### config.mk
export PLATFORM = sky130hd
export DESIGN_NAME = cmt_tables
export DESIGN_NICKNAME = d
export VERILOG_FILES = /design/src/verilog/cmt_pkg.sv /design/src/verilog/cmt_cmp_if.sv /design/src/verilog/cmt_tables.sv /design/src/verilog/cmt_compare.sv
export SDC_FILE = /design/constraint.sdc
export NUM_CORES = 1
export LEC_CHECK = 0
export ABC_AREA = 0
export BUFFER_PORTS_ARGS = -buffer_cell sky130_fd_sc_hd__buf_2
export CAP_MARGIN = 20
export CORE_ASPECT_RATIO = 0.5
export CORE_MARGIN = 2
export CORE_UTILIZATION = 55
export CTS_BUF_LIST = sky130_fd_sc_hd__clkbuf_4 sky130_fd_sc_hd__clkbuf_8 sky130_fd_sc_hd__clkbuf_16
export DETAILED_ROUTE_END_ITERATION = 7
export PLACE_DENSITY_LB_ADDON = 0.08
export RECOVER_POWER = 50
export SYNTH_ARGS = -nofsm -noshare
export SYNTH_HDL_FRONTEND = slang
export SYNTH_SLANG_ARGS = --single-unit
export TNS_END_PERCENT = 10
### constraint.sdc
create_clock -name ref_clk_i -period 3.1 [get_ports ref_clk_i]
set_input_delay 0.155 -clock ref_clk_i [delete_from_list [all_inputs] [get_ports ref_clk_i]]
set_output_delay 0.155 -clock ref_clk_i [all_outputs]
set_load 0.03 [all_outputs]
### src/verilog/cmt_pkg.sv
// Behaviour
// - two 16x16 memories, reads never alter contents
// - compare source with the detect word addressed by the step counter
// - shared 4-bit wrapping step counter addresses both
// - separate write strobes, common address
// - low strobe writes; readback is sampled every cycle, with a separate read drive enable
// - one shared 16-bit write data path
// - both memory words readable by software
// - receive: high byte and word compares
// - transmit: four simultaneous compares
// - hold tx high byte on holding load
// - receive search selects receive buffer source
// - bitwise equality, per-byte all-equal results
// - byte hits need bit 15, no pair
// - pair override on word hit with bit 14
// - word hits need action bit 15
// - receive hit with bit 12/13 flags, latches index
// - counter load only when rx and tx idle
package cmt_pkg;
	// ==========================================================
	// geometry
	localparam int unsigned DATA_W    = 16;
	localparam int unsigned ADDR_W    = 4;
	localparam int unsigned DEPTH     = 16;
	localparam int unsigned BYTE_W    = 8;
	// ==========================================================
	// action word fields
	localparam int unsigned ACT_ENABLE_BIT = 15;
	localparam int unsigned ACT_PAIR_BIT   = 14;
	localparam int unsigned ACT_FLAG_B13   = 13;
	localparam int unsigned ACT_FLAG_B12   = 12;
	// ==========================================================
	// reset values and counter step
	localparam logic [ADDR_W-1:0] STEP_RESET  = 4'h0;
	localparam logic [BYTE_W-1:0] HOLD_RESET  = 8'h00;
	localparam logic [DATA_W-1:0] WORD_RESET  = 16'h0000;
	localparam logic [ADDR_W-1:0] STEP_ONE    = 4'h1;

	typedef logic [DATA_W-1:0] cmt_word_t;
	typedef logic [ADDR_W-1:0] cmt_addr_t;
endpackage

### src/verilog/cmt_cmp_if.sv
`timescale 1ns/1ns
// carries the addressed words and the source into the comparator
interface cmt_cmp_if;
	import cmt_pkg::*;
	cmt_word_t        detect_word;
	cmt_word_t        action_word;
	cmt_word_t        source_word;
	logic [BYTE_W-1:0] saved_high;
	logic             rx_search;
	logic             low_byte_hit;
	logic             high_byte_hit;
	logic             word_hit;
	logic             saved_word_hit;
	logic             pair_hit_override_n;
	modport table_side (output detect_word, action_word, source_word, saved_high, rx_search,
		input low_byte_hit, high_byte_hit, word_hit, saved_word_hit, pair_hit_override_n);
	modport cmp_side (input detect_word, action_word, source_word, saved_high, rx_search,
		output low_byte_hit, high_byte_hit, word_hit, saved_word_hit, pair_hit_override_n);
endinterface

### src/verilog/cmt_tables.sv
`timescale 1ns/1ns
module cmt_tables #(
	parameter int unsigned WIDTH = cmt_pkg::DATA_W,
	parameter int unsigned WORDS = cmt_pkg::DEPTH
) (
	// clock and reset
	input  wire logic                 ref_clk_i,
	input  wire logic                 resetn_i,
	// shared write data from bus receivers
	input  wire cmt_pkg::cmt_word_t   bus_wdata_i,
	// write strobes, active low
	input  wire logic                 detect_mem_write_strobe_n_i,
	input  wire logic                 action_mem_write_strobe_n_i,
	// read drive enable for detect word
	input  wire logic                 detect_mem_read_drive_i,
	// step counter control
	input  wire logic                 step_advance_i,
	input  wire logic                 step_load_i,
	input  wire cmt_pkg::cmt_addr_t   step_load_value_i,
	input  wire logic                 rx_active_i,
	input  wire logic                 tx_active_i,
	// character sources
	input  wire logic                 rx_search_i,
	input  wire cmt_pkg::cmt_word_t   rx_buffer_i,
	input  wire cmt_pkg::cmt_word_t   tx_holding_i,
	input  wire logic                 tx_holding_load_strobe_i,
	// flag acknowledge from receive status read
	input  wire logic                 char_flag_clear_i,
	input  wire logic                 hit_test_i,
	// match results
	output logic                      low_byte_hit_o,
	output logic                      high_byte_hit_o,
	output logic                      word_hit_o,
	output logic                      saved_word_hit_o,
	output logic                      pair_hit_override_n_o,
	// readback and status
	output cmt_pkg::cmt_word_t        detect_read_o,
	output logic                      detect_read_en_o,
	output cmt_pkg::cmt_word_t        action_table_read_o,
	output cmt_pkg::cmt_addr_t        table_step_counter_o,
	output logic                      char_flag_o,
	output cmt_pkg::cmt_addr_t        hit_index_o
);
	import cmt_pkg::*;

	// ==========================================================
	// storage; no reset, contents are software owned
	cmt_word_t detect_mem [WORDS];
	cmt_word_t action_table [WORDS];

	cmt_addr_t         step_q;
	cmt_addr_t         step_d;
	logic [BYTE_W-1:0] hold_q;
	logic [BYTE_W-1:0] hold_d;
	logic              flag_q;
	logic              flag_d;
	cmt_addr_t         idx_q;
	cmt_addr_t         idx_d;
	cmt_word_t         det_rd_q;
	cmt_word_t         det_rd_d;
	cmt_word_t         act_rd_q;
	cmt_word_t         act_rd_d;
	logic              any_hit;
	logic              idle;

	cmt_cmp_if cif ();

	// ==========================================================
	// memory writes, strobes independent on a shared address and data path
	always_ff @(posedge ref_clk_i) begin
		if (!detect_mem_write_strobe_n_i) begin
			detect_mem[step_q] <= bus_wdata_i;
		end
		if (!action_mem_write_strobe_n_i) begin
			action_table[step_q] <= bus_wdata_i;
		end
	end

	// ==========================================================
	// comparator feed; reads are non destructive array lookups
	assign cif.detect_word = detect_mem[step_q];
	assign cif.action_word = action_table[step_q];
	assign cif.source_word = rx_search_i ? rx_buffer_i : tx_holding_i;
	assign cif.saved_high  = hold_q;
	assign cif.rx_search   = rx_search_i;

	cmt_compare u_cmp (
		.c (cif.cmp_side)
	);

	assign low_byte_hit_o        = cif.low_byte_hit;
	assign high_byte_hit_o       = cif.high_byte_hit;
	assign word_hit_o            = cif.word_hit;
	assign saved_word_hit_o      = cif.saved_word_hit;
	assign pair_hit_override_n_o = cif.pair_hit_override_n;
	assign any_hit = cif.low_byte_hit | cif.high_byte_hit | cif.word_hit | cif.saved_word_hit;
	assign idle    = ~rx_active_i & ~tx_active_i;

	// ==========================================================
	// next state for counter, hold byte, flag and readback
	always_comb begin
		step_d   = step_q;
		hold_d   = hold_q;
		flag_d   = flag_q;
		idx_d    = idx_q;
		det_rd_d = cif.detect_word;
		act_rd_d = cif.action_word;
		// load only when both directions idle so a search is never disturbed
		if (step_load_i && idle) begin
			step_d = step_load_value_i;
		end else if (step_advance_i) begin
			step_d = cmt_addr_t'(step_q + STEP_ONE); // wraps 15 to 0
		end
		if (tx_holding_load_strobe_i) begin
			hold_d = tx_holding_i[DATA_W-1:BYTE_W];
		end
		if (char_flag_clear_i) begin
			flag_d = 1'b0;
		end
		// set placed after clear so a coincident hit wins
		if (hit_test_i && rx_search_i && any_hit &&
			(cif.action_word[ACT_FLAG_B12] || cif.action_word[ACT_FLAG_B13])) begin
			flag_d = 1'b1;
			idx_d  = step_q;
		end
	end

	// ==========================================================
	// registers
	always_ff @(posedge ref_clk_i or negedge resetn_i) begin
		if (!resetn_i) begin
			step_q   <= STEP_RESET;
			hold_q   <= HOLD_RESET;
			flag_q   <= 1'b0;
			idx_q    <= STEP_RESET;
			det_rd_q <= WORD_RESET;
			act_rd_q <= WORD_RESET;
		end else begin
			step_q   <= step_d;
			hold_q   <= hold_d;
			flag_q   <= flag_d;
			idx_q    <= idx_d;
			det_rd_q <= det_rd_d;
			act_rd_q <= act_rd_d;
		end
	end

	assign table_step_counter_o = step_q;
	assign char_flag_o          = flag_q;
	assign hit_index_o          = idx_q;
	assign detect_read_o        = det_rd_q;
	assign detect_read_en_o     = detect_mem_read_drive_i; // drivers enabled by decode
	assign action_table_read_o  = act_rd_q;
endmodule

### src/verilog/cmt_compare.sv
`timescale 1ns/1ns
module cmt_compare (
	cmt_cmp_if.cmp_side c
);
	import cmt_pkg::*;

	// ==========================================================
	// bytewise equality
	function automatic logic byte_eq(input logic [BYTE_W-1:0] a, input logic [BYTE_W-1:0] b);
		byte_eq = &(~(a ^ b)); // all bits must agree
	endfunction

	logic [BYTE_W-1:0] det_lo;
	logic [BYTE_W-1:0] det_hi;
	logic [BYTE_W-1:0] src_lo;
	logic [BYTE_W-1:0] src_hi;
	logic              hi_eq;
	logic              lo_eq;
	logic              lo_vs_dhi;
	logic              saved_eq;
	logic              en;
	logic              pair;

	// ==========================================================
	// compare and decode, purely combinational so results settle per step
	always_comb begin
		det_lo    = c.detect_word[BYTE_W-1:0];
		det_hi    = c.detect_word[DATA_W-1:BYTE_W];
		src_lo    = c.source_word[BYTE_W-1:0];
		src_hi    = c.source_word[DATA_W-1:BYTE_W];
		hi_eq     = byte_eq(src_hi, det_hi);
		lo_eq     = byte_eq(src_lo, det_lo);
		lo_vs_dhi = byte_eq(src_lo, det_hi) & ~c.rx_search; // tx only
		// previous high byte against detect low, current low against detect high
		saved_eq  = byte_eq(c.saved_high, det_lo) & lo_vs_dhi;
		en        = c.action_word[ACT_ENABLE_BIT];
		c.word_hit       = en & hi_eq & lo_eq;
		c.saved_word_hit = en & saved_eq;
		pair      = (c.word_hit | c.saved_word_hit) & c.action_word[ACT_PAIR_BIT];
		c.pair_hit_override_n = ~pair;
		// double matches win over single characters only when action bit 14 is set
		c.high_byte_hit = en & hi_eq & ~pair;
		c.low_byte_hit  = en & lo_vs_dhi & ~pair;
	end
endmodule

==> results of run 1 <==
-- cells by family after synthesis --
| family | count (synthesis) |
|---|---|
| xor+xnor | 35 |
| flops | 561 |
| compound gates | 121 |
| fa+ha+maj | 4 |
| buf+inv | 67 |
| mux | 244 |
| simple gates | 145 |
-- per-layer routing --
metal / vias up / global-route usage
met1: 6689 / 0.395
met2: 435 / 0.444
li1: 5393 / -
met3: 99 / 0.0489
met4: 2 / 0.0722
met5: - / 0
-- path summary, 6_finish.rpt --
path / from / end / slack [ns] / cells past startpoint
setup reg to reg: table_step_counter_o[0] / hit_index_o[2] / -0.05 / 12
min in group asynchronous: resetn_i / action_table_read_o[11] / 0.62 / 2
max in group asynchronous: resetn_i / cif.saved_high[5] / 0.75 / 3
hold / removal: rx_active_i / table_step_counter_o[3] / 0.03 / 4
setup / recovery: table_step_counter_o[0] / high_byte_hit_o / -0.51 / 10
hold reg to reg: hit_index_o[3] / hit_index_o[3] / 0.52 / 1
-- stage by stage --
stage,area [um^2],instances
2_1_floorplan,23200,1177
3_3_place_gp,25200,1907
3_5_place_dp,25200,1907
4_1_cts,27400,2037
5_1_grt,27400,2040
6_report,27400,2042
-- power breakdown --
part	internal, mW	total, mW	switching, mW
clock	3.28	5.93	2.65
sequential	9.18	9.49	0.312
combinational	4.18	9.46	5.28
-- worst max-delay path, cell delays in order (launching register included) --
cell,delay (ns)
dfrtp_4,0.55
buf_12,0.16
mux4_1,0.55
mux4_2,0.57
inv_4,0.10
a21oi_1,0.04
nor4bb_2,0.19
o2111a_2,0.18
a21bo_2,0.21
a21oi_2,0.15
buf_6,0.15
-- sequential cells by signal, indices dropped and copies added (netlist names) --
signal / count
action_table: 256
detect_mem: 256
action_table_read_o: 16
detect_read_o: 16
cif.saved_high: 8
hit_index_o: 4
table_step_counter_o: 4
char_flag_o: 1
-- cell usage in the layout (no fill, tap or decap), types with 6 or more instances in the layout --
| cell type | synthesis | final |
|---|---|---|
| o21ai_0 | 12 | 12 |
| clkbuf_4 | 0 | 18 |
| a21oi_1 | 18 | 15 |
| mux2i_1 | 88 | 84 |
| mux4_2 | 116 | 124 |
| buf_12 | 0 | 14 |
| buf_4 | 10 | 124 |
| dfrtp_1 | 49 | 45 |
| clkbuf_1 | 10 | 40 |
| nor2_1 | 45 | 25 |
| nand3_1 | 13 | 13 |
| clkinv_2 | 0 | 11 |
| xor2_1 | 9 | 8 |
| clkbuf_16 | 0 | 50 |
| nor3_1 | 6 | 6 |
| nand2_1 | 41 | 39 |
| edfxtp_1 | 512 | 512 |
| o22ai_1 | 13 | 10 |
| buf_6 | 18 | 6 |
| nand2b_1 | 12 | 12 |
| mux2_2 | 23 | 22 |
| a22oi_1 | 27 | 19 |
| nor2_2 | 1 | 21 |
| a22oi_2 | 1 | 9 |
| buf_2 | 20 | 65 |
| dlygate4sd3_1 | 0 | 27 |
| xnor2_1 | 25 | 23 |
| clkinv_1 | 2 | 7 |
-- final cells by class --
type / count / area [um^2]
fillers: 2892 / 14400
repair buffers: 282 / 2140
flip-flops and latches: 561 / 16600
clock buffers: 67 / 1370
clock inverters: 23 / 193
diodes: 2 / 5.00
well taps: 550 / 688
multi-input cells: 549 / 6350
inverters: 8 / 32.5
-- timing repair --
| action | in CTS | in global routing |
|---|---|---|
| resized for setup | 47 | 16 |
| hold buffers | 27 | 0 |
| hold endpoints to repair | 37 | 0 |
| gates cloned | 2 | 1 |
| buffers inserted | 11 | 2 |
| pin swaps | 20 | 8 |
| endpoints found under the setup margin | 9 | 9 |
==> flow_summary.ini, run 1 <==
[logic_synthesis]
synthSimpleGateAreaFrac = 0.0314
syn_area_um2 = 23200
synth.ff_latch_count = 561
synth_top_area_frac = 0.663
synthTopCellsByCount = edfxtp_1, mux4_2, mux2i_1, dfrtp_1, nor2_1
synth.avg_cell_area_um2 = 19.7
yosysMostFrequentCell = edfxtp_1
yosysTopAreaCell = edfxtp_1
postSynth.asyncResetShare = 0.0873
synthAdderAreaFrac = 0.00216
synth_compound_area_frac = 0.0386
ys_types = 73
muxShareOfSynthArea = 0.179
yosysWarnings = 0
synth_edf_count = 512
yosys_most_used_dff = edfxtp_1
synth_xor_area_frac = 0.0135
synth_top_family_by_area = multiplexers
synth_area_leaders = edfxtp_1, mux4_2, dfrtp_1
postSynthCellCount = 1177
ys_seq_area_frac = 0.715
syn-num-nets = 1246

[grt]
grt_pass1_vias = 13000
grt_pass1_wl_um = 85700
antenna_found_initial = 2
grt_overflow = 0
grt_use_total = 0.275
grt_max_degree = 41

[outcome]
outcome = complete, but fails checks
violations = max-capacitance violations, max-slew violations, negative setup slack

[drt]
avgViaCountPerCell = 6.18
initialDrtViolationCount = 1268
drt-met1-wl_um = 25500
firstDrtPassIters = 5
drc = 0
met3_length_um = 3720
dr_wl_met2_um = 28700
wire_per_inst_um = 29.0
antenna_left = 0
wirelength_um = 59300
routed.top_layer = met5
vias = 12600

[placement]
place.gp.congestion = 0.917
port-buffer-count = 109
hpwl_um = 37600
place_ws_ns = -0.00443

[critical_path]
worstPathArrival_ns = 3.45
path_class = register to primary output
cp-end-kind = primary output
cp.required_ns = 2.94
start_kind = register
crit_fanout = 7

[sta]
tns_ns = -2.60
setup_violations = 9
fin_ws_ns = -0.505
worst-slew-pin-transition_ns = 1.84
clock.fmax_ghz = 0.277
rsz0062_at_grt = true
slew_headroom = -0.227
slew_violations = 323
layout_min_cycle_time_ns = 3.61
skew_ns = 0.0336
finalHoldViolations = 0
fin_hold_ws_ns = 0.0321
fin_crit_sh = 1.16

[cells_and_area]
drive_gt1_frac = 0.354
syn_to_final_growth_pct = 18.1
fin_util = 0.656
num-nets-final = 1519

[clock_tree]
cts_tree = built
cts_max_level = 2
clock_path_buffers = 3
cts.sinks = 561
clk_latency_ns = 0.58
root_buffer = clkbuf_16
clkSlewWorstSetupHoldPaths_ns = 0.07
numCtsBuffers = 48

[pwr]
total_power_mw = 24.9
power_density_nw_per_um2 = 908
p_leak_nw = 9.42
max-vdd-ir-drop_mv = 0.527

[die]
die_area_um2 = 43900
core_area_um2 = 41800
num_io_pins = 112
initial_core_util = 0.555
die_h_um = 149
row_count = 53
fp.dieW_um = 294

[flow_run]
drv_cap = 10

[hold_path]
hp-class = primary input to register
Note: power is estimated with default switching activity, not from simulation.
==> inputs of run 2 (changes only) <==
Settings changed: CTS_BUF_LIST sky130_fd_sc_hd__clkbuf_4 sky130_fd_sc_hd__clkbuf_8 sky130_fd_sc_hd__clkbuf_16 to not set.
==> flow_summary.ini, run 2 (synthesis results as in run 1) <==
[outcome]
outcome = complete, but fails checks
violations = max-capacitance violations, max-slew violations, negative setup slack

[critical_path]
rr_worst_depth = 12
cpMaxStageDelayCell = dfrtp_4
r2r_slack_ns = -0.04
path_buf_inv = 4
crit_fanout = 9
start_kind = register
r2r-end = hit_index_o[2]
cp-end-kind = primary output
worstPathArrival_ns = 3.45
path_class = register to primary output
path_cells = buf_12 > buf_16 > mux4_2 > mux2i_1 > buf_4 > xor2_1 > a211o_1 > o22ai_2 > o2111a_2 > and2_4 > o21ai_2 > buf_6
cp.required_ns = 2.94
cp_top_family = compound AO/OA/AOI/OAI gates
slowest_delay_ns = 0.55
r2r_start = table_step_counter_o[0]

[cells_and_area]
layout_commonest_cell = edfxtp_1
fin_cells = 2040
design_area_um2 = 27300
final_cell_mix = edfxtp_1, mux4_2, buf_4
syn_to_final_growth_pct = 17.7
biggestRegsByFlops = action_table x256, detect_mem x256
num-nets-final = 1518
fin_util = 0.654
drive_gt1_frac = 0.343
fill_cells = 2911

[drt]
routed.top_layer = met5
vias = 12600
initialDrtViolationCount = 1272
wire_per_inst_um = 29.0
drt-met1-wl_um = 25000
firstDrtPassIters = 5
avgViaCountPerCell = 6.17
met3_length_um = 4190
wirelength_um = 59200
dr_wl_met2_um = 28500
antenna_left = 0
drc = 0

[die]
die_h_um = 149
core_area_um2 = 41800
initial_core_util = 0.555
num_io_pins = 112
row_count = 53
die_area_um2 = 43900
fp.dieW_um = 294

[clock_tree]
clkSlewWorstSetupHoldPaths_ns = 0.06
root_buffer = clkbuf_16
clk_latency_ns = 0.58
cts_tree = built
cts.sinks = 561
clock_path_buffers = 3
numCtsBuffers = 48
cts_max_level = 2

[placement]
place.gp.congestion = 0.917
hpwl_um = 37600
port-buffer-count = 109
dpl_cell_area_um2 = 25200
dp.cells = 1907
place_ws_ns = -0.00443

[sta]
fin_crit_sh = 1.16
tns_ns = -2.55
clock.fmax_ghz = 0.278
slew_violations = 289
fin_hold_ws_ns = 0.0175
skew_ns = 0.0310
rsz0062_at_grt = true
worst-slew-pin-transition_ns = 1.84
layout_min_cycle_time_ns = 3.60
slew_headroom = -0.224
fin_ws_ns = -0.502
setup_violations = 9
finalHoldViolations = 0

[grt]
grt_max_degree = 41
antenna_found_initial = 2
grt_pass1_vias = 13000
grt_overflow = 0
grt_use_total = 0.276
grt_pass1_wl_um = 85800

[hold_path]
hp-start = rx_active_i
min_path_cells = 4
hold_end = table_step_counter_o[3]
hp-class = primary input to register

[pwr]
power_frac_comb = 0.382
power_density_nw_per_um2 = 905
max-vdd-ir-drop_mv = 0.524
power_frac_seq = 0.384
total_power_mw = 24.7
p_int_mw = 16.5
p_leak_nw = 9.36
swShare = 0.333
switchingPower_mw = 8.23
clkPwrFrac = 0.234

[flow_run]
drv_cap = 10
[run 2: cell count changes in the layout (fill, tap and decap cells not counted), sizes merged]
cell / previous run / this run
dlygate4sd3: 27 / 26
diode: 2 / 1
[run 2: final cells by class]
class | instances | area (um^2) | area share
diodes | 1 | 2.50 | 0.0000916
flip-flops and latches | 561 | 16600 | 0.608
inverters | 8 | 32.5 | 0.00119
clock buffers | 67 | 1300 | 0.0477
well taps | 550 | 688 | 0.0252
repair buffers | 281 | 2130 | 0.0781
multi-input cells | 549 | 6350 | 0.232
clock inverters | 23 | 193 | 0.00705
[run 2: worst max path at each step]
stage | from | end | slack, ns | cells after the start
finish | table_step_counter_o[0] | pair_hit_override_n_o | -0.50 | 12
global route | table_step_counter_o[0] | low_byte_hit_o | -0.60 | 9
CTS | table_step_counter_o[0] | low_byte_hit_o | -0.48 | 11
detailed placement | table_step_counter_o[3] | hit_index_o[1] | -0.004 | 10
global placement | table_step_counter_o[0] | high_byte_hit_o | 0.003 | 10
floorplan | table_step_counter_o[3] | action_table[0][0] | -0.06 | 9
[run 2: worst min-delay path: stages]
cell     delay (ns)
buf_2          0.07
nor3b_1        0.11
nand2_1        0.11
o21ai_0        0.09
[run 2: timing repair]
item,4_1_cts,5_1_grt
hold buffers,26,0
endpoints found under the setup margin,9,9
buffers inserted,11,2
resized for setup,46,16
endpoints found under the hold margin,37,0
gates cloned,2,1
pin swaps,20,8
[run 2: power groups by stage]
stage	Sequential [mW]	Clock [mW]	Combinational [mW]
after global placement	9.60	0	8.77
after CTS	9.48	5.89	9.42
after global routing	9.56	6.19	9.99
after floorplan	10.0	0	5.32
after detailed placement	9.63	0	8.85
final	9.49	5.77	9.45
[run 2: layer usage]
metal	vias up	global-route usage
li1	5384	-
met1	6616	0.396
met2	475	0.444
met3	113	0.0492
met4	2	0.0727
met5	-	0
